## src/logic/bnp_pkg.sv

```systemverilog
// Constants, register map and types for the byte/nibble port with low latch.
// Assumes a 40 MHz system clock and a 32-bit Avalon-MM register bus.
package bnp_pkg;

	localparam int unsigned CLOCK_MHZ   = 40;
	localparam int unsigned PINS        = 8;
	localparam int unsigned NIB_W       = 4;
	localparam int unsigned ADDR_W      = 6;

	// Low-detect sampling interval in ns, turned into whole clock cycles below
	localparam int unsigned LVL_SAMPLE_NS = 50;
	localparam int unsigned LVL_SAMPLE_CYC_RAW = (LVL_SAMPLE_NS * CLOCK_MHZ) / 1000;
	localparam int unsigned LVL_SAMPLE_CYC = (LVL_SAMPLE_CYC_RAW < 1) ? 1 : LVL_SAMPLE_CYC_RAW;

	// Register byte offsets
	localparam logic [5:0] OFS_CTRL      = 6'h00;
	localparam logic [5:0] OFS_BYTE_DATA = 6'h04;
	localparam logic [5:0] OFS_NIB_DATA  = 6'h08;
	localparam logic [5:0] OFS_LVL_EN    = 6'h0C;
	localparam logic [5:0] OFS_LVL_DATA  = 6'h10;
	localparam logic [5:0] OFS_INIT      = 6'h14;
	localparam logic [5:0] OFS_IRQ_MODE  = 6'h18;
	localparam logic [5:0] OFS_IRQ_STAT  = 6'h1C;
	localparam logic [5:0] OFS_IRQ_MASK  = 6'h20;

	// CTRL field positions
	localparam int unsigned CTRL_BYTE_EN   = 0;
	localparam int unsigned CTRL_BYTE_OUT  = 1;
	localparam int unsigned CTRL_NIB_EN    = 2;
	localparam int unsigned CTRL_NIB_OUT   = 3;
	localparam int unsigned CTRL_NIB_BASE  = 4;
	localparam int unsigned CTRL_PULLUP    = 7;
	localparam int unsigned CTRL_LOAD_INIT = 8;

	localparam logic [2:0] NIB_BASE_MAX = 3'h4;
	localparam logic [7:0] BYTE_INIT_RST = 8'h00;
	localparam logic [3:0] NIB_INIT_RST  = 4'h0;
	localparam logic [7:0] PULLUP_PINS   = 8'hF0;

	// Interrupt trigger modes, three bits per pin
	typedef enum logic [2:0] {
		BNP_IRQ_OFF  = 3'h0,
		BNP_IRQ_HIGH = 3'h1,
		BNP_IRQ_LOW  = 3'h2,
		BNP_IRQ_RISE = 3'h3,
		BNP_IRQ_FALL = 3'h4,
		BNP_IRQ_BOTH = 3'h5
	} bnp_irq_mode_t;

	typedef enum logic [1:0] {
		BNP_BUS_IDLE = 2'h1,
		BNP_BUS_ACK  = 2'h2
	} bnp_bus_st_t;

endpackage : bnp_pkg

```

## src/logic/bnp_pin_event.sv

```systemverilog
// Per-pin interrupt event detector: level or edge, chosen by a mode code.
// Assumes the pin level is already synchronous to clock.
module bnp_pin_event (
	input  wire logic       clock,
	input  wire logic       rst_n,
	input  wire logic       pin,
	input  wire logic [2:0] mode,
	output logic            event_hit
);

	typedef struct packed {
		logic prev;
	} bnp_ev_state_t;

	bnp_ev_state_t st_reg;
	bnp_ev_state_t st_next;

	always_comb begin
		st_next.prev = pin;
	end

	always_ff @(posedge clock) begin
		if (!rst_n) begin
			st_reg <= '0;
		end else begin
			st_reg <= st_next;
		end
	end

	// Independent of port direction: the pin level is watched whatever drives it
	always_comb begin
		case (mode)
			bnp_pkg::BNP_IRQ_HIGH: event_hit = pin;
			bnp_pkg::BNP_IRQ_LOW:  event_hit = ~pin;
			bnp_pkg::BNP_IRQ_RISE: event_hit = pin & ~st_reg.prev;
			bnp_pkg::BNP_IRQ_FALL: event_hit = ~pin & st_reg.prev;
			bnp_pkg::BNP_IRQ_BOTH: event_hit = pin ^ st_reg.prev;
			default:               event_hit = 1'b0;
		endcase
	end

endmodule : bnp_pin_event

```

## src/logic/bnp_port.sv

```systemverilog
// Byte port, nibble port and low-detect latches on the low eight pins,
// with an Avalon-MM register slave and one level interrupt.
// Assumes pin inputs are synchronous to clock; pads resolve out/oe.
//
// How it works
// - Byte port uses pins 0-7, pin 0 LSB
// - Byte output starts at programmable init value
// - Each pin may latch short low pulses
// - Pin level sampled into latch each interval
// - Latch read returns one and clears it
// - Latch can set again right after clear
// - Persistent low keeps every read at one
// - Nibble port moves four pins at once
// - Nibble base pin 0..4, base is LSB
// - Nibble direction switchable at run time
// - Nibble output starts at programmable init value
// - Pin interrupts on level or edge modes
// - Pull-ups on pins 4-7 only when enabled
// - Inputs sampled at read, outputs driven at write
// - Byte port read or written as whole
module bnp_port #(
	parameter logic [7:0] BYTE_INIT = bnp_pkg::BYTE_INIT_RST,
	parameter logic [3:0] NIB_INIT  = bnp_pkg::NIB_INIT_RST
) (
	input  wire logic        clock,
	input  wire logic        rst_n,
	input  wire logic [5:0]  address,
	input  wire logic        read,
	input  wire logic        write,
	input  wire logic [3:0]  byteenable,
	input  wire logic [31:0] writedata,
	output logic [31:0]      readdata,
	output logic             waitrequest,
	input  wire logic [7:0]  gpio_in,
	output logic [7:0]       gpio_out,
	output logic [7:0]       gpio_oe,
	output logic [7:0]       pullup_en,
	output logic             irq
);

	typedef struct packed {
		bnp_pkg::bnp_bus_st_t bus;
		logic                 wait_n;
		logic [31:0]          rdata;
		logic                 byte_en;
		logic                 byte_dir_out;
		logic                 nib_en;
		logic                 nib_dir_out;
		logic [2:0]           nib_base;
		logic                 pull;
		logic [7:0]           byte_val;
		logic [3:0]           nib_val;
		logic [7:0]           byte_init;
		logic [3:0]           nib_init;
		logic [7:0]           lvl_en;
		logic [7:0]           lvl_latch;
		logic [23:0]          irq_mode;
		logic [7:0]           irq_stat;
		logic [7:0]           irq_mask;
		logic [7:0]           div_cnt;
		logic [7:0]           pin_out;
		logic [7:0]           pin_oe;
		logic [7:0]           pull_out;
		logic                 irq_out;
	} bnp_state_t;

	bnp_state_t st_reg;
	bnp_state_t st_next;

	logic [7:0] ev_hit;

	// Mask of the four pins the nibble port occupies
	function automatic logic [7:0] nib_mask(input logic [2:0] base);
		nib_mask = 8'(8'h0F << base);
	endfunction : nib_mask

	// Byte-lane merge of a write into a 32-bit register image
	function automatic logic [31:0] merge(input logic [31:0] old, input logic [31:0] wd, input logic [3:0] be);
		merge = old;
		for (int i = 0; i < 4; i++) begin
			if (be[i]) begin
				merge[i*8 +: 8] = wd[i*8 +: 8];
			end
		end
	endfunction : merge

	function automatic logic [31:0] ctrl_image(input bnp_state_t s);
		ctrl_image = '0;
		ctrl_image[bnp_pkg::CTRL_BYTE_EN]       = s.byte_en;
		ctrl_image[bnp_pkg::CTRL_BYTE_OUT]      = s.byte_dir_out;
		ctrl_image[bnp_pkg::CTRL_NIB_EN]        = s.nib_en;
		ctrl_image[bnp_pkg::CTRL_NIB_OUT]       = s.nib_dir_out;
		ctrl_image[bnp_pkg::CTRL_NIB_BASE +: 3] = s.nib_base;
		ctrl_image[bnp_pkg::CTRL_PULLUP]        = s.pull;
	endfunction : ctrl_image

	// Pure read decode; the latch clear stays with the caller so a read clears once
	function automatic logic [31:0] read_image(input logic [5:0] a, input bnp_state_t s, input logic [7:0] pins);
		case (a)
			bnp_pkg::OFS_CTRL: begin
				read_image = ctrl_image(s);
			end
			bnp_pkg::OFS_BYTE_DATA: begin
				read_image = {24'h0, pins};
			end
			bnp_pkg::OFS_NIB_DATA: begin
				read_image = {28'h0, 4'(pins >> s.nib_base)};
			end
			bnp_pkg::OFS_LVL_EN: begin
				read_image = {24'h0, s.lvl_en};
			end
			bnp_pkg::OFS_LVL_DATA: begin
				read_image = {24'h0, s.lvl_latch & s.lvl_en};
			end
			bnp_pkg::OFS_INIT: begin
				read_image = {20'h0, s.nib_init, s.byte_init};
			end
			bnp_pkg::OFS_IRQ_MODE: begin
				read_image = {8'h0, s.irq_mode};
			end
			bnp_pkg::OFS_IRQ_STAT: begin
				read_image = {24'h0, s.irq_stat};
			end
			bnp_pkg::OFS_IRQ_MASK: begin
				read_image = {24'h0, s.irq_mask};
			end
			default: begin
				read_image = '0;
			end
		endcase
	endfunction : read_image

	genvar g;
	generate
		for (g = 0; g < bnp_pkg::PINS; g++) begin : g_ev
			bnp_pin_event u_ev (
				.clock     (clock),
				.rst_n     (rst_n),
				.pin       (gpio_in[g]),
				.mode      (st_reg.irq_mode[g*3 +: 3]),
				.event_hit (ev_hit[g])
			);
		end
	endgenerate

	always_comb begin
		logic        take;
		logic        wr;
		logic        rd;
		logic        sample;
		logic [31:0] w;
		logic [31:0] rd_val;
		logic [7:0]  lvl_clr;
		logic [7:0]  nmask;
		logic [7:0]  nib_pins;
		logic [7:0]  out_n;
		logic [7:0]  oe_n;
		logic [7:0]  stat_clr;
		take     = 1'b0;
		wr       = 1'b0;
		rd       = 1'b0;
		sample   = 1'b0;
		w        = '0;
		rd_val   = '0;
		lvl_clr  = '0;
		nmask    = '0;
		nib_pins = '0;
		out_n    = '0;
		oe_n     = '0;
		stat_clr = '0;
		st_next  = st_reg;

		// Bus slave: take a request once, answer with waitrequest low one cycle
		take = (read | write) & (st_reg.bus == bnp_pkg::BNP_BUS_IDLE);
		wr   = take & write;
		rd   = take & read & ~write;
		case (st_reg.bus)
			bnp_pkg::BNP_BUS_IDLE: begin
				if (take) begin
					st_next.bus    = bnp_pkg::BNP_BUS_ACK;
					st_next.wait_n = 1'b1;
				end else begin
					st_next.wait_n = 1'b0;
				end
			end
			bnp_pkg::BNP_BUS_ACK: begin
				st_next.bus    = bnp_pkg::BNP_BUS_IDLE;
				st_next.wait_n = 1'b0;
			end
			default: begin
				st_next.bus    = bnp_pkg::BNP_BUS_IDLE;
				st_next.wait_n = 1'b0;
			end
		endcase

		// Sampling divider for the low-detect latches
		if (st_reg.div_cnt >= 8'(bnp_pkg::LVL_SAMPLE_CYC - 1)) begin
			st_next.div_cnt = '0;
			sample          = 1'b1;
		end else begin
			st_next.div_cnt = st_reg.div_cnt + 8'h01;
		end

		// Register writes
		if (wr) begin
			case (address)
				bnp_pkg::OFS_CTRL: begin
					w = merge(ctrl_image(st_reg), writedata, byteenable);
					st_next.byte_en      = w[bnp_pkg::CTRL_BYTE_EN];
					st_next.byte_dir_out = w[bnp_pkg::CTRL_BYTE_OUT];
					st_next.nib_en       = w[bnp_pkg::CTRL_NIB_EN];
					st_next.nib_dir_out  = w[bnp_pkg::CTRL_NIB_OUT];
					// Out-of-range base is refused; the old base stays
					if (w[bnp_pkg::CTRL_NIB_BASE +: 3] <= bnp_pkg::NIB_BASE_MAX) begin
						st_next.nib_base = w[bnp_pkg::CTRL_NIB_BASE +: 3];
					end
					st_next.pull = w[bnp_pkg::CTRL_PULLUP];
					if (byteenable[1] && writedata[bnp_pkg::CTRL_LOAD_INIT]) begin
						st_next.byte_val = st_reg.byte_init;
						st_next.nib_val  = st_reg.nib_init;
					end
				end
				bnp_pkg::OFS_BYTE_DATA: begin
					if (byteenable[0]) begin
						st_next.byte_val = writedata[7:0];
					end
				end
				bnp_pkg::OFS_NIB_DATA: begin
					if (byteenable[0]) begin
						st_next.nib_val = writedata[3:0];
					end
				end
				bnp_pkg::OFS_LVL_EN: begin
					if (byteenable[0]) begin
						st_next.lvl_en = writedata[7:0];
					end
				end
				bnp_pkg::OFS_INIT: begin
					w = merge({20'h0, st_reg.nib_init, st_reg.byte_init}, writedata, byteenable);
					st_next.byte_init = w[7:0];
					st_next.nib_init  = w[11:8];
				end
				bnp_pkg::OFS_IRQ_MODE: begin
					w = merge({8'h0, st_reg.irq_mode}, writedata, byteenable);
					st_next.irq_mode = w[23:0];
				end
				bnp_pkg::OFS_IRQ_STAT: begin
					if (byteenable[0]) begin
						stat_clr = writedata[7:0];
					end
				end
				bnp_pkg::OFS_IRQ_MASK: begin
					if (byteenable[0]) begin
						st_next.irq_mask = writedata[7:0];
					end
				end
				default: begin
				end
			endcase
		end

		// Register reads; pins sampled at the read itself
		if (rd) begin
			rd_val = read_image(address, st_reg, gpio_in);
			// Only a data read of the latches clears them; status reads leave them alone
			if (address == bnp_pkg::OFS_LVL_DATA) begin
				lvl_clr = st_reg.lvl_en;
			end
			st_next.rdata = rd_val;
		end else if (take) begin
			st_next.rdata = '0;
		end

		// Latch: a low seen at a sample sets it, and set wins over the read clear
		st_next.lvl_latch = (st_reg.lvl_latch & ~lvl_clr) |
			(sample ? (~gpio_in & st_reg.lvl_en) : 8'h00);

		// Interrupt status: set wins over a write-one clear
		st_next.irq_stat = (st_reg.irq_stat & ~stat_clr) | ev_hit;
		st_next.irq_out  = |(st_next.irq_stat & st_reg.irq_mask);

		// Pin ownership: byte port takes all eight pins over the nibble port
		nmask = nib_mask(st_next.nib_base);
		nib_pins = 8'({4'h0, st_next.nib_val} << st_next.nib_base);
		if (st_next.byte_en) begin
			out_n = st_next.byte_val;
			oe_n  = st_next.byte_dir_out ? 8'hFF : 8'h00;
		end else if (st_next.nib_en) begin
			out_n = nib_pins;
			oe_n  = st_next.nib_dir_out ? nmask : 8'h00;
		end
		// A pin watched by its low-detect latch is never driven
		oe_n = oe_n & ~st_next.lvl_en;
		st_next.pin_out  = out_n & oe_n;
		st_next.pin_oe   = oe_n;
		st_next.pull_out = st_next.pull ? bnp_pkg::PULLUP_PINS : 8'h00;
	end

	always_ff @(posedge clock) begin
		if (!rst_n) begin
			st_reg              <= '0;
			st_reg.bus          <= bnp_pkg::BNP_BUS_IDLE;
			st_reg.byte_val     <= BYTE_INIT;
			st_reg.nib_val      <= NIB_INIT;
			st_reg.byte_init    <= BYTE_INIT;
			st_reg.nib_init     <= NIB_INIT;
			st_reg.nib_base     <= 3'h0;
		end else begin
			st_reg <= st_next;
		end
	end

	// Waitrequest is high except the one answering cycle
	assign waitrequest = ~st_reg.wait_n;
	assign readdata    = st_reg.rdata;
	assign gpio_out    = st_reg.pin_out;
	assign gpio_oe     = st_reg.pin_oe;
	assign pullup_en   = st_reg.pull_out;
	assign irq         = st_reg.irq_out;

endmodule : bnp_port

```

## config.mk

```make
export PLATFORM = sky130hd
export DESIGN_NAME = bnp_port
export DESIGN_NICKNAME = d
export VERILOG_FILES = /design/src/logic/bnp_pkg.sv /design/src/logic/bnp_pin_event.sv /design/src/logic/bnp_port.sv
export SDC_FILE = /design/constraint.sdc
export NUM_CORES = 1
export LEC_CHECK = 0
export ABC_AREA = 1
export BUFFER_PORTS_ARGS = -buffer_cell sky130_fd_sc_hd__buf_2
export CORE_UTILIZATION = 45
export DETAILED_ROUTE_END_ITERATION = 7
export GPL_TIMING_DRIVEN = 0
export PLACE_DENSITY_LB_ADDON = 0.15
export RECOVER_POWER = 100
export SLEW_MARGIN = 10
export SYNTH_ARGS = -nofsm -noshare
export SYNTH_HDL_FRONTEND = slang
export SYNTH_SLANG_ARGS = --single-unit
```

## constraint.sdc

```tcl
create_clock -name clock -period 1.7 [get_ports clock]
set_input_delay 0.255 -clock clock [delete_from_list [all_inputs] [get_ports clock]]
set_output_delay 0.255 -clock clock [all_outputs]
set_load 0.05 [all_outputs]
```

==> results of run 1 <==
## where the power goes
| group | leakage, nW | internal (mW) | switching (mW) | total, mW |
|---|---|---|---|---|
| clock network | 0.295 | 2.42 | 1.50 | 3.93 |
| registers | 1.20 | 3.52 | 0.0285 | 3.54 |
| logic | 2.62 | 0.212 | 0.548 | 0.760 |
| total | 4.12 | 6.15 | 2.08 | 8.23 |
## routing by layer
layer / up-vias / GRT usage / wire length, microns
li1: 3894 / - / -
met1: 3601 / 0.374 / 10600
met2: 350 / 0.429 / 11100
met3: 33 / 0.0494 / 2060
met4: 0 / 0.0920 / 422
met5: - / 0 / 0
## worst max-delay path by stage
stage	endpoint	depth (start not counted)	slack, ns	from
5_1_grt	gpio_out[6]$_SDFF_PN0_	13	-0.25	st_reg[114]$_SDFF_PN0_
6_report	gpio_out[7]$_SDFF_PN0_	11	-0.21	st_reg[155]$_SDFFE_PN0N_
2_1_floorplan	gpio_out[2]$_SDFF_PN0_	12	0.01	byteenable[0]
3_3_place_gp	irq$_SDFF_PN0_	9	-0.68	write
3_5_place_dp	irq$_SDFF_PN0_	9	-0.69	write
4_1_cts	gpio_out[3]$_SDFF_PN0_	11	-0.14	st_reg[155]$_SDFFE_PN0N_
## layout by cell type (no fill, tap or decap), types with 14 or more instances in the layout
cell,netlist,final
sky130_fd_sc_hd__a21oi_1,110,107
sky130_fd_sc_hd__buf_2,13,58
sky130_fd_sc_hd__buf_4,57,71
sky130_fd_sc_hd__clkbuf_1,24,48
sky130_fd_sc_hd__clkbuf_16,0,17
sky130_fd_sc_hd__clkbuf_2,0,16
sky130_fd_sc_hd__conb_1,1,17
sky130_fd_sc_hd__dfxtp_1,148,145
sky130_fd_sc_hd__ha_1,19,19
sky130_fd_sc_hd__inv_1,113,109
sky130_fd_sc_hd__nand2_1,226,209
sky130_fd_sc_hd__nand2_2,3,14
sky130_fd_sc_hd__nand3_1,72,60
sky130_fd_sc_hd__nor2_1,98,85
sky130_fd_sc_hd__nor2_4,2,14
sky130_fd_sc_hd__nor3_1,20,18
sky130_fd_sc_hd__o21ai_0,118,99
sky130_fd_sc_hd__o21ai_1,7,18
sky130_fd_sc_hd__o22ai_1,16,14
## timing repair
item / CTS / global route
setup endpoints to repair: 99 / 72
gates resized for setup: 60 / 79
pin swaps: 10 / 21
setup buffers: 8 / 10
## worst max-delay path, stage by stage (launching register included)
cell	delay, ns
sky130_fd_sc_hd__dfxtp_2	0.33
sky130_fd_sc_hd__buf_6	0.11
sky130_fd_sc_hd__nor2_4	0.22
sky130_fd_sc_hd__nand3_4	0.14
sky130_fd_sc_hd__nor2_4	0.16
sky130_fd_sc_hd__o21ai_4	0.11
sky130_fd_sc_hd__a21oi_4	0.26
sky130_fd_sc_hd__nand2_2	0.11
sky130_fd_sc_hd__nand2_2	0.08
sky130_fd_sc_hd__nand2_2	0.05
sky130_fd_sc_hd__nand3b_1	0.15
sky130_fd_sc_hd__a21oi_2	0.07
## logic make-up after synthesis
| logic type | share of synthesized area |
|---|---|
| AOI/OAI and AO/OA | 0.198 |
| DFF | 0.384 |
| xor gates and xnor gates | 0.00113 |
| and+or+nand+nor | 0.251 |
| buffers and inverters | 0.135 |
| adders and majority gates | 0.0308 |
| other | 0.000486 |
## layout make-up
cell class                      count  area, sq um  share of cell area
Buffer                             97          631              0.0657
Clock buffer                       20          467              0.0486
Clock inverter                     11          149              0.0155
Inverter                          120          450              0.0469
Multi-Input combinational cell    769         4110               0.428
Sequential cell                   148         2970               0.309
Tap cell                          220          275              0.0287
Timing Repair Buffer              107          554              0.0577
==> tab_implementation.tex, run 1 <==
\begin{tabular}{lr}
\hline
Metric & Value \\
\hline
\multicolumn{2}{l}{\textbf{Global routing}} \\
\quad Initial antenna violation count & 0 \\
\quad All-layer global routing usage & 0.273 \\
\quad Overflow left after global routing & 0 \\
\quad Via count of the first global-routing pass & 6917 \\
\quad Largest net degree at the start of global routing & 17 \\
\quad Global-route wire length before repair & 37000 microns \\
\multicolumn{2}{l}{\textbf{STA}} \\
\quad Total negative slack for setup checks & -1.98 ns \\
\quad Actual transition at the worst max-transition pin & 0.703 ns \\
\quad Count of endpoints failing hold in the final timing report & 0 \\
\quad Unrepaired setup endpoints after global routing & true \\
\quad Final WS setup & -0.207 ns \\
\quad Worst Hold Slack & 0.0488 ns \\
\quad Clock tree skew after final layout & 0.00828 ns \\
\quad Max-slew headroom at the worst pin & 0.531 \\
\quad Portion of the clock cycle consumed by the worst path in the final layout & 1.12 \\
\quad Clock period minus final worst setup slack & 1.91 ns \\
\quad Final count of negative-setup-slack endpoints & 17 \\
\quad Final count of pins violating max slew & 0 \\
\quad Fmax achieved & 524 MHz \\
\multicolumn{2}{l}{\textbf{Routing}} \\
\quad Detailed-routing iteration count for the pre-antenna-repair pass & 5 \\
\quad Average detailed-routed wire length per instance & 16.2 microns \\
\quad Count of nets left with antenna violations after detail routing & 0 \\
\quad Remaining DRCs & 0 \\
\quad Via density per instance & 5.28 \\
\quad Number of DRC markers after the initial detailed-route iteration & 917 \\
\quad Vias & 7878 \\
\quad Aggregate routed wire length & 24200 microns \\
\multicolumn{2}{l}{\textbf{Worst setup path}} \\
\quad R2r worst-path depth & 11 \\
\quad Largest fanout of any net on the critical path & 6 \\
\quad Reg-to-Reg End & gpio\_out[7]\$\_SDFF\_PN0\_ \\
\quad Worst EP arrival & 2.22 ns \\
\quad Startpoint types & flip-flop \\
\quad Critical path data required time & 2.01 ns \\
\quad Startpoint-to-endpoint class of the critical path & reg -> reg \\
\quad Reg2reg start & st\_reg[155]\$\_SDFFE\_PN0N\_ \\
\quad Crit path capture type & flip-flop \\
\quad Worst-case register-to-register setup slack & -0.21 ns \\
\multicolumn{2}{l}{\textbf{Layout}} \\
\quad Number of diodes & 0 \\
\quad Final core utilization & 0.577 \\
\quad Final nets & 1333 \\
\quad Share of layout cells above drive strength 1 & 0.220 \\
\quad Fillers & 1615 \\
\quad Final non-filler cell total & 1492 \\
\quad Flip-flop count of the largest register, all copies and words added & 98 \\
\quad Final instance area & 9600 sq um \\
\quad Relative area change from synthesis to final layout & 24.3\% \\
\multicolumn{2}{l}{\textbf{Clocking}} \\
\quad Clock-pin slew of the registers on the worst-case setup and hold paths & 0.06 ns \\
\quad CTS Root Buffer Type & sky130\_fd\_sc\_hd\_\_clkbuf\_16 \\
\quad Total number of H-tree levels & 4 \\
\quad Deepest clock path buffer count & 2 \\
\quad Worst-skew pair later-pin latency & 0.43 ns \\
\quad Total clock buffers created by CTS & 17 \\
\quad TritonCTS clock tree & yes \\
\quad Post-CTS Hold Buffers & 0 \\
\quad Sink Count & 148 \\
\multicolumn{2}{l}{\textbf{Placement}} \\
\quad Pre-CTS setup slack & -0.687 ns \\
\quad Placer Congestion & 0.942 \\
\quad HPWL Detailed & 17700 microns \\
\quad Count of port buffers added during placement & 89 \\
\quad Placed Cells & 1443 \\
\quad Total placed instance area & 8500 sq um \\
\multicolumn{2}{l}{\textbf{Synth}} \\
\quad Post-Synthesis Cells & 1118 \\
\quad Cell Area, Synth & 7720 sq um \\
\quad Area contributors post-synth & sky130\_fd\_sc\_hd\_\_dfxtp\_1 38\%, sky130\_fd\_sc\_hd\_\_nand2\_1 11\%, sky130\_fd\_sc\_hd\_\_o21ai\_0 7.6\% \\
\quad Most common flop cell mapped by yosys & sky130\_fd\_sc\_hd\_\_dfxtp\_1 \\
\quad Most used standard cell by instance count after synthesis & sky130\_fd\_sc\_hd\_\_nand2\_1 \\
\quad Async SR Flop Fraction & 0 \\
\quad Total of warnings raised by yosys & 0 \\
\quad Cell taking the most area after synthesis & sky130\_fd\_sc\_hd\_\_dfxtp\_1 \\
\quad Top-area cell type share of the netlist area & 0.384 \\
\quad Synth cell count leaders & 226 x sky130\_fd\_sc\_hd\_\_nand2\_1, 148 x sky130\_fd\_sc\_hd\_\_dfxtp\_1, 118 x sky130\_fd\_sc\_hd\_\_o21ai\_0 \\
\quad Register bit total from synthesis & 148 \\
\quad Synth cell types & 42 \\
\quad Fraction of the yosys area taken by sequential cells & 0.384 \\
\quad Avg Synthesized Cell Area & 6.91 sq um \\
\quad Post-synth EDFFs & 0 \\
\multicolumn{2}{l}{\textbf{Floorplanning}} \\
\quad Die X & 133 microns \\
\quad Die outline area & 17700 sq um \\
\quad Die Ht & 133 microns \\
\quad Core area & 16600 sq um \\
\quad Ports & 112 \\
\quad Count of standard-cell rows & 47 \\
\quad Starting density of the core & 0.464 \\
\multicolumn{2}{l}{\textbf{Power and ir drop}} \\
\quad Overall power of the completed layout & 8.23 mW \\
\quad Pleak & 4.12 nW \\
\quad Power density cells & 857 nW/um\^{}2 \\
\quad Peak supply drop & 0.678 mV \\
\multicolumn{2}{l}{\textbf{Hold path}} \\
\quad Hold Path Origin & writedata[14] \\
\quad WHS Path Cells & 3 \\
\quad HP Class & in -> reg \\
\quad End point of the most critical hold path & st\_reg[63]\$\_SDFFE\_PN0P\_ \\
\multicolumn{2}{l}{\textbf{Outcome}} \\
\quad Outcome & finished, violations left \\
\quad Violations in the final reports & negative setup slack \\
\multicolumn{2}{l}{\textbf{Job}} \\
\quad Max-cap viol count & 0 \\
\hline
\end{tabular}
Note: power is estimated with default switching activity, not from simulation.
==> inputs of run 2 (changes only) <==
Settings changed: RECOVER_POWER 100 to unset, SETUP_SLACK_MARGIN set to 0.3.
==> tab_implementation.tex, run 2 (synthesis results as in run 1) <==
\begin{tabular}{lr}
\hline
Metric & Value \\
\hline
\multicolumn{2}{l}{\textbf{Layout}} \\
\quad Fillers & 1491 \\
\quad Number of diodes & 0 \\
\quad Relative area change from synthesis to final layout & 36.3\% \\
\quad Register cell area after layout & 2970 sq um \\
\quad Most common cell after layout, fill and taps aside & sky130\_fd\_sc\_hd\_\_nand2\_1 \\
\quad Share of layout cells above drive strength 1 & 0.314 \\
\quad Area taken by multi-input logic gates & 4560 sq um \\
\quad Commonest non-fill, non-tap cells in the layout & 206 x sky130\_fd\_sc\_hd\_\_nand2\_1, 143 x sky130\_fd\_sc\_hd\_\_dfxtp\_1, 103 x sky130\_fd\_sc\_hd\_\_inv\_1 \\
\quad Flip-flop count of the largest register, all copies and words added & 98 \\
\quad Final non-filler cell total & 1521 \\
\quad Final nets & 1361 \\
\quad Final instance area & 10500 sq um \\
\multicolumn{2}{l}{\textbf{STA}} \\
\quad Unrepaired setup endpoints after global routing & true \\
\quad Final count of negative-setup-slack endpoints & 17 \\
\quad Clock tree skew after final layout & 0.00877 ns \\
\quad Actual transition at the worst max-transition pin & 0.719 ns \\
\quad Fmax achieved & 538 MHz \\
\quad Count of endpoints failing hold in the final timing report & 0 \\
\quad Max-slew headroom at the worst pin & 0.520 \\
\quad Final WS setup & -0.157 ns \\
\quad Clock period minus final worst setup slack & 1.86 ns \\
\quad Final count of pins violating max slew & 0 \\
\quad Portion of the clock cycle consumed by the worst path in the final layout & 1.09 \\
\quad Total negative slack for setup checks & -1.68 ns \\
\multicolumn{2}{l}{\textbf{Floorplanning}} \\
\quad Ports & 112 \\
\quad Starting density of the core & 0.464 \\
\quad Count of standard-cell rows & 47 \\
\quad Core area & 16600 sq um \\
\quad Die outline area & 17700 sq um \\
\quad Die Ht & 133 microns \\
\quad Die X & 133 microns \\
\multicolumn{2}{l}{\textbf{Worst setup path}} \\
\quad Largest stage delay on the critical path & 0.35 ns \\
\quad Crit path capture type & flip-flop \\
\quad Critical path data required time & 2.03 ns \\
\quad Startpoint-to-endpoint class of the critical path & reg -> reg \\
\quad Cell mode on critical path & sky130\_fd\_sc\_hd\_\_nor2\_4 \\
\quad Worst EP arrival & 2.19 ns \\
\quad Critical-path cell with the highest stage delay & sky130\_fd\_sc\_hd\_\_dfxtp\_4 \\
\quad Largest fanout of any net on the critical path & 7 \\
\quad Worst-path cell chain & inv\_2 > nand3\_4 > nor2\_4 > nand2\_4 > buf\_6 > nand2\_4 > o21ai\_4 > nor2\_2 > nor2\_4 > o21ai\_4 > nor2\_4 > a21boi\_2 \\
\quad Startpoint types & flip-flop \\
\multicolumn{2}{l}{\textbf{Outcome}} \\
\quad Violations in the final reports & negative setup slack \\
\quad Outcome & finished, violations left \\
\multicolumn{2}{l}{\textbf{Clocking}} \\
\quad Deepest clock path buffer count & 2 \\
\quad Total number of H-tree levels & 4 \\
\quad Total clock buffers created by CTS & 17 \\
\quad CTS Root Buffer Type & sky130\_fd\_sc\_hd\_\_clkbuf\_16 \\
\quad Post-CTS Hold Buffers & 0 \\
\quad TritonCTS clock tree & yes \\
\quad Worst-skew pair later-pin latency & 0.44 ns \\
\quad Sink Count & 148 \\
\quad Clock-pin slew of the registers on the worst-case setup and hold paths & 0.06 ns \\
\multicolumn{2}{l}{\textbf{Placement}} \\
\quad Count of port buffers added during placement & 89 \\
\quad Total placed instance area & 8610 sq um \\
\quad Placer Congestion & 0.962 \\
\quad Placed Cells & 1443 \\
\quad HPWL Detailed & 17900 microns \\
\multicolumn{2}{l}{\textbf{Routing}} \\
\quad Via density per instance & 5.35 \\
\quad Detailed-routing iteration count for the pre-antenna-repair pass & 6 \\
\quad Average detailed-routed wire length per instance & 16.5 microns \\
\quad Remaining DRCs & 0 \\
\quad Count of nets left with antenna violations after detail routing & 0 \\
\quad Vias & 8139 \\
\quad Number of DRC markers after the initial detailed-route iteration & 790 \\
\quad Aggregate routed wire length & 25100 microns \\
\multicolumn{2}{l}{\textbf{Power and ir drop}} \\
\quad Overall power of the completed layout & 8.17 mW \\
\quad Power density cells & 776 nW/um\^{}2 \\
\quad Peak supply drop & 0.721 mV \\
\quad Pleak & 4.59 nW \\
\multicolumn{2}{l}{\textbf{Global routing}} \\
\quad All-layer global routing usage & 0.281 \\
\quad Initial antenna violation count & 0 \\
\quad Overflow left after global routing & 0 \\
\quad Largest net degree at the start of global routing & 17 \\
\quad Via count of the first global-routing pass & 7220 \\
\quad Global-route wire length before repair & 37900 microns \\
\multicolumn{2}{l}{\textbf{Job}} \\
\quad Max-cap viol count & 0 \\
\multicolumn{2}{l}{\textbf{Hold path}} \\
\quad HP Class & in -> reg \\
\hline
\end{tabular}
run 2: cell types whose count changed in the layout (fill, tap and decap cells not counted), moves of 12 or more:
cell	delta
sky130_fd_sc_hd__buf_6	+13
sky130_fd_sc_hd__clkbuf_1	-33
sky130_fd_sc_hd__o21ai_0	-34
sky130_fd_sc_hd__clkbuf_2	-14
sky130_fd_sc_hd__o22ai_1	-12
sky130_fd_sc_hd__buf_4	+25
sky130_fd_sc_hd__buf_2	+20
sky130_fd_sc_hd__o21ai_2	+21
run 2: what timing repair did:
action	CTS	global route
setup buffers	19	23
gates resized for setup	191	109
gates cloned	3	1
pin swaps	35	23
endpoints found under the setup margin	139	139
run 2: through the flow:
stage          setup WS (ns)   util  hold WS (ns)
2_1_floorplan          0.117      -         0.348
3_3_place_gp          -0.604  0.517         0.453
3_5_place_dp          -0.593  0.517         0.457
4_1_cts               -0.119  0.601        0.0448
5_1_grt               -0.265  0.633        0.0660
6_report              -0.157  0.633        0.0467
run 2: power breakdown:
group | total, mW | internal (mW) | switching (mW) | leakage (nW)
Clock | 3.74 | 2.23 | 1.51 | 0.283
Combinational | 0.875 | 0.276 | 0.598 | 3.10
Sequential | 3.55 | 3.52 | 0.0341 | 1.20
Total | 8.17 | 6.03 | 2.14 | 4.59
run 2: path summary, 6_finish.rpt:
kind                        startpoint                              to  slack [ns]  cells past startpoint
max reg2reg   st_reg[155]$_SDFFE_PN0N_          gpio_out[2]$_SDFF_PN0_       -0.16                     12
max           st_reg[155]$_SDFFE_PN0N_          gpio_out[2]$_SDFF_PN0_       -0.16                     12
min                         gpio_in[6]  g_ev[6].u_ev.st_reg$_SDFF_PN0_        0.05                      3
min reg2reg  readdata[23]$_SDFFE_PN0P_       readdata[23]$_SDFFE_PN0P_        0.46                      2
run 2: worst max-delay path, delay by kind of cell, from the launching register on:
| family | cells | cell delay, ns |
|---|---|---|
| and+or+nand+nor | 7 | 0.84 |
| DFF | 1 | 0.35 |
| buffers and inverters | 2 | 0.22 |
| AOI/OAI and AO/OA | 3 | 0.34 |
run 2: layout make-up:
class / instances / share of cell area
inverters: 120 / 0.0439
well taps: 220 / 0.0261
repair buffers: 135 / 0.0881
flip-flops and latches: 148 / 0.282
multi-input cells: 769 / 0.434
clock buffers: 20 / 0.0434
plain buffers: 97 / 0.0705
clock inverters: 12 / 0.0122
run 2: routing by layer:
metal	global-route usage	wire, microns
met5	0	0
met3	0.0517	2140
met1	0.377	10800
met4	0.114	687
met2	0.442	11500
==> inputs of run 3 (changes only) <==
Settings changed: ABC_AREA 1 to unset.
Clock period 1.7 ns to 1.6 ns, I/O delays scaled along.
==> tab_implementation.tex, run 3 <==
\begin{tabular}{lr}
\hline
Metric & Value \\
\hline
\multicolumn{2}{l}{\textbf{Routing}} \\
\quad Detailed-routing iteration count for the pre-antenna-repair pass & 6 \\
\quad Vias & 7806 \\
\quad Remaining DRCs & 0 \\
\quad Count of nets left with antenna violations after detail routing & 0 \\
\quad Average detailed-routed wire length per instance & 21.0 microns \\
\quad Aggregate routed wire length & 28400 microns \\
\quad Via density per instance & 5.77 \\
\quad Number of DRC markers after the initial detailed-route iteration & 793 \\
\multicolumn{2}{l}{\textbf{Floorplanning}} \\
\quad Ports & 112 \\
\quad Core area & 16100 sq um \\
\quad Die X & 131 microns \\
\quad Count of standard-cell rows & 46 \\
\quad Starting density of the core & 0.466 \\
\quad Die Ht & 131 microns \\
\quad Die outline area & 17200 sq um \\
\multicolumn{2}{l}{\textbf{Hold path}} \\
\quad Hold Path Origin & writedata[20] \\
\quad HP Class & in -> reg \\
\multicolumn{2}{l}{\textbf{Worst setup path}} \\
\quad Beginning of the critical path & address[4] \\
\quad Largest fanout of any net on the critical path & 5 \\
\quad Worst EP arrival & 2.67 ns \\
\quad Startpoint types & primary input \\
\quad Crit path capture type & flip-flop \\
\quad Critical path data required time & 1.95 ns \\
\quad Reg2reg start & st\_reg[155]\$\_SDFFE\_PN0N\_ \\
\quad Worst-case register-to-register setup slack & -0.68 ns \\
\quad Startpoint-to-endpoint class of the critical path & in -> reg \\
\multicolumn{2}{l}{\textbf{Placement}} \\
\quad Pre-CTS setup slack & -1.31 ns \\
\quad HPWL Detailed & 16900 microns \\
\quad Placer Congestion & 0.965 \\
\quad Count of port buffers added during placement & 87 \\
\multicolumn{2}{l}{\textbf{Power and ir drop}} \\
\quad Sw frac & 0.263 \\
\quad Proportion of power drawn by combinational gates & 0.109 \\
\quad Overall power of the completed layout & 8.57 mW \\
\quad Share of power burned in registers & 0.435 \\
\quad Clock network fraction of total power & 0.456 \\
\quad Int Power & 6.31 mW \\
\quad Net Switching & 2.26 mW \\
\quad Pleak & 4.85 nW \\
\quad Peak supply drop & 0.755 mV \\
\quad Power density cells & 718 nW/um\^{}2 \\
\multicolumn{2}{l}{\textbf{Global routing}} \\
\quad Largest net degree at the start of global routing & 17 \\
\quad Global-route wire length before repair & 38700 microns \\
\quad Initial antenna violation count & 0 \\
\quad Overflow left after global routing & 0 \\
\quad All-layer global routing usage & 0.291 \\
\quad Via count of the first global-routing pass & 7084 \\
\multicolumn{2}{l}{\textbf{Synth}} \\
\quad Post-synth EDFFs & 0 \\
\quad Register bit total from synthesis & 148 \\
\quad Post-Synthesis Cells & 900 \\
\quad Avg Synthesized Cell Area & 8.35 sq um \\
\quad Synth cell types & 66 \\
\quad Most used standard cell by instance count after synthesis & sky130\_fd\_sc\_hd\_\_dfxtp\_1 \\
\quad Most common flop cell mapped by yosys & sky130\_fd\_sc\_hd\_\_dfxtp\_1 \\
\quad Cell taking the most area after synthesis & sky130\_fd\_sc\_hd\_\_dfxtp\_1 \\
\quad Total of warnings raised by yosys & 0 \\
\quad Synth cell count leaders & 148 x sky130\_fd\_sc\_hd\_\_dfxtp\_1, 127 x sky130\_fd\_sc\_hd\_\_nor2\_1, 87 x sky130\_fd\_sc\_hd\_\_nand2\_1 \\
\quad Async SR Flop Fraction & 0 \\
\quad Cell Area, Synth & 7520 sq um \\
\quad Area contributors post-synth & sky130\_fd\_sc\_hd\_\_dfxtp\_1 39\%, sky130\_fd\_sc\_hd\_\_mux2i\_1 8.3\%, sky130\_fd\_sc\_hd\_\_nor2\_1 6.3\% \\
\quad Fraction of the yosys area taken by sequential cells & 0.394 \\
\quad Top-area cell type share of the netlist area & 0.394 \\
\multicolumn{2}{l}{\textbf{Layout}} \\
\quad Flip-flop count of the largest register, all copies and words added & 98 \\
\quad Final nets & 1197 \\
\quad Commonest non-fill, non-tap cells in the layout & 135 x sky130\_fd\_sc\_hd\_\_dfxtp\_1, 112 x sky130\_fd\_sc\_hd\_\_buf\_4, 107 x sky130\_fd\_sc\_hd\_\_nor2\_1 \\
\quad Fillers & 1112 \\
\quad Most common cell after layout, fill and taps aside & sky130\_fd\_sc\_hd\_\_dfxtp\_1 \\
\quad Share of layout cells above drive strength 1 & 0.480 \\
\quad Final core utilization & 0.740 \\
\quad Number of diodes & 0 \\
\quad Relative area change from synthesis to final layout & 58.7\% \\
\multicolumn{2}{l}{\textbf{STA}} \\
\quad Actual transition at the worst max-transition pin & 1.06 ns \\
\quad Count of endpoints failing hold in the final timing report & 0 \\
\quad Total negative slack for setup checks & -26.12 ns \\
\quad Final count of negative-setup-slack endpoints & 118 \\
\quad Clock period minus final worst setup slack & 2.32 ns \\
\quad Portion of the clock cycle consumed by the worst path in the final layout & 1.45 \\
\quad Final WS setup & -0.719 ns \\
\quad Unrepaired setup endpoints after global routing & true \\
\quad Fmax achieved & 431 MHz \\
\quad Final count of pins violating max slew & 0 \\
\quad Clock tree skew after final layout & 0.00718 ns \\
\quad Max-slew headroom at the worst pin & 0.292 \\
\multicolumn{2}{l}{\textbf{Clocking}} \\
\quad Deepest clock path buffer count & 2 \\
\quad Total clock buffers created by CTS & 17 \\
\quad TritonCTS clock tree & yes \\
\quad Clock-pin slew of the registers on the worst-case setup and hold paths & 0.06 ns \\
\quad Sink Count & 148 \\
\quad Worst-skew pair later-pin latency & 0.43 ns \\
\quad Total number of H-tree levels & 4 \\
\quad CTS Root Buffer Type & sky130\_fd\_sc\_hd\_\_clkbuf\_16 \\
\multicolumn{2}{l}{\textbf{Outcome}} \\
\quad Outcome & finished, violations left \\
\quad Violations in the final reports & negative setup slack \\
\multicolumn{2}{l}{\textbf{Job}} \\
\quad Max-cap viol count & 0 \\
\hline
\end{tabular}
==> run 3: cell families (layout without fill, tap and decap cells) <==
kind of cell,count (synthesis),count (layout),share of synthesized area
simple gates,310,310,0.192
compound gates,209,209,0.185
flops,148,148,0.394
buf+inv,144,365,0.102
mux,65,65,0.0901
fa+ha+maj,19,19,0.0316
xor+xnor,4,4,0.00466
other cells,1,17,0.000499
==> run 3: cell type report <==
| class | count | area (sq um) | area share |
|---|---|---|---|
| clock inverter | 15 | 141 | 0.0119 |
| inverter | 46 | 173 | 0.0145 |
| timing repair buffer | 189 | 1810 | 0.152 |
| buffer | 98 | 865 | 0.0725 |
| sequential | 148 | 2980 | 0.250 |
| multi-input combinational | 624 | 5260 | 0.441 |
| tap | 216 | 270 | 0.0227 |
| clock buffer | 17 | 425 | 0.0357 |
==> run 3: path summary, 6_finish.rpt <==
path                              to  depth (start not counted)
max           gpio_out[4]$_SDFF_PN0_                         12
min          st_reg[69]$_SDFFE_PN0P_                          3
max reg2reg   gpio_out[4]$_SDFF_PN0_                          8
min reg2reg    st_reg[25]$_SDFF_PP0_                          1
==> run 3: critical path: stages <==
cell	delay (ns)
sky130_fd_sc_hd__buf_8	0.10
sky130_fd_sc_hd__or4_4	0.52
sky130_fd_sc_hd__buf_6	0.15
sky130_fd_sc_hd__buf_12	0.12
sky130_fd_sc_hd__buf_6	0.11
sky130_fd_sc_hd__buf_12	0.13
sky130_fd_sc_hd__nor3_4	0.30
sky130_fd_sc_hd__o2bb2ai_1	0.29
sky130_fd_sc_hd__a22oi_2	0.20
sky130_fd_sc_hd__nor2_1	0.25
sky130_fd_sc_hd__o31ai_4	0.09
sky130_fd_sc_hd__nor3_1	0.16
==> run 3: per-stage QoR <==
stage	hold slack, ns	cells	area [sq um]
after floorplan	0.362	916	7980
after global placement	0.445	1219	8680
after detailed placement	0.449	1219	8680
after CTS	0.0359	1319	10800
after global routing	0.0446	1353	11900
final	0.0457	1353	11900
==> run 3: power by group through the flow <==
stage | sequential (mW) | clock (mW) | combinational (mW)
3_5_place_dp | 3.81 | 0 | 0.631
5_1_grt | 3.73 | 4.06 | 0.971
4_1_cts | 3.73 | 3.92 | 0.788
3_3_place_gp | 3.81 | 0 | 0.629
2_1_floorplan | 3.81 | 0 | 0.385
6_report | 3.73 | 3.91 | 0.931
==> run 3: metal layers <==
metal / global-route usage / part of all wire / vias up
met2: 0.460 / 0.47 / 398
li1: - / - / 3541
met3: 0.0625 / 0.075 / 107
met5: 0 / 0 / -
met1: 0.373 / 0.41 / 3760
met4: 0.147 / 0.047 / 0
==> run 3: timing repair <==
action                                  CTS  global route
endpoints found under the setup margin  187           151
hold buffers                              0             0
pin swaps                                87            91
setup buffers                            64            32
resized for setup                       271           196
cloned                                    4             2
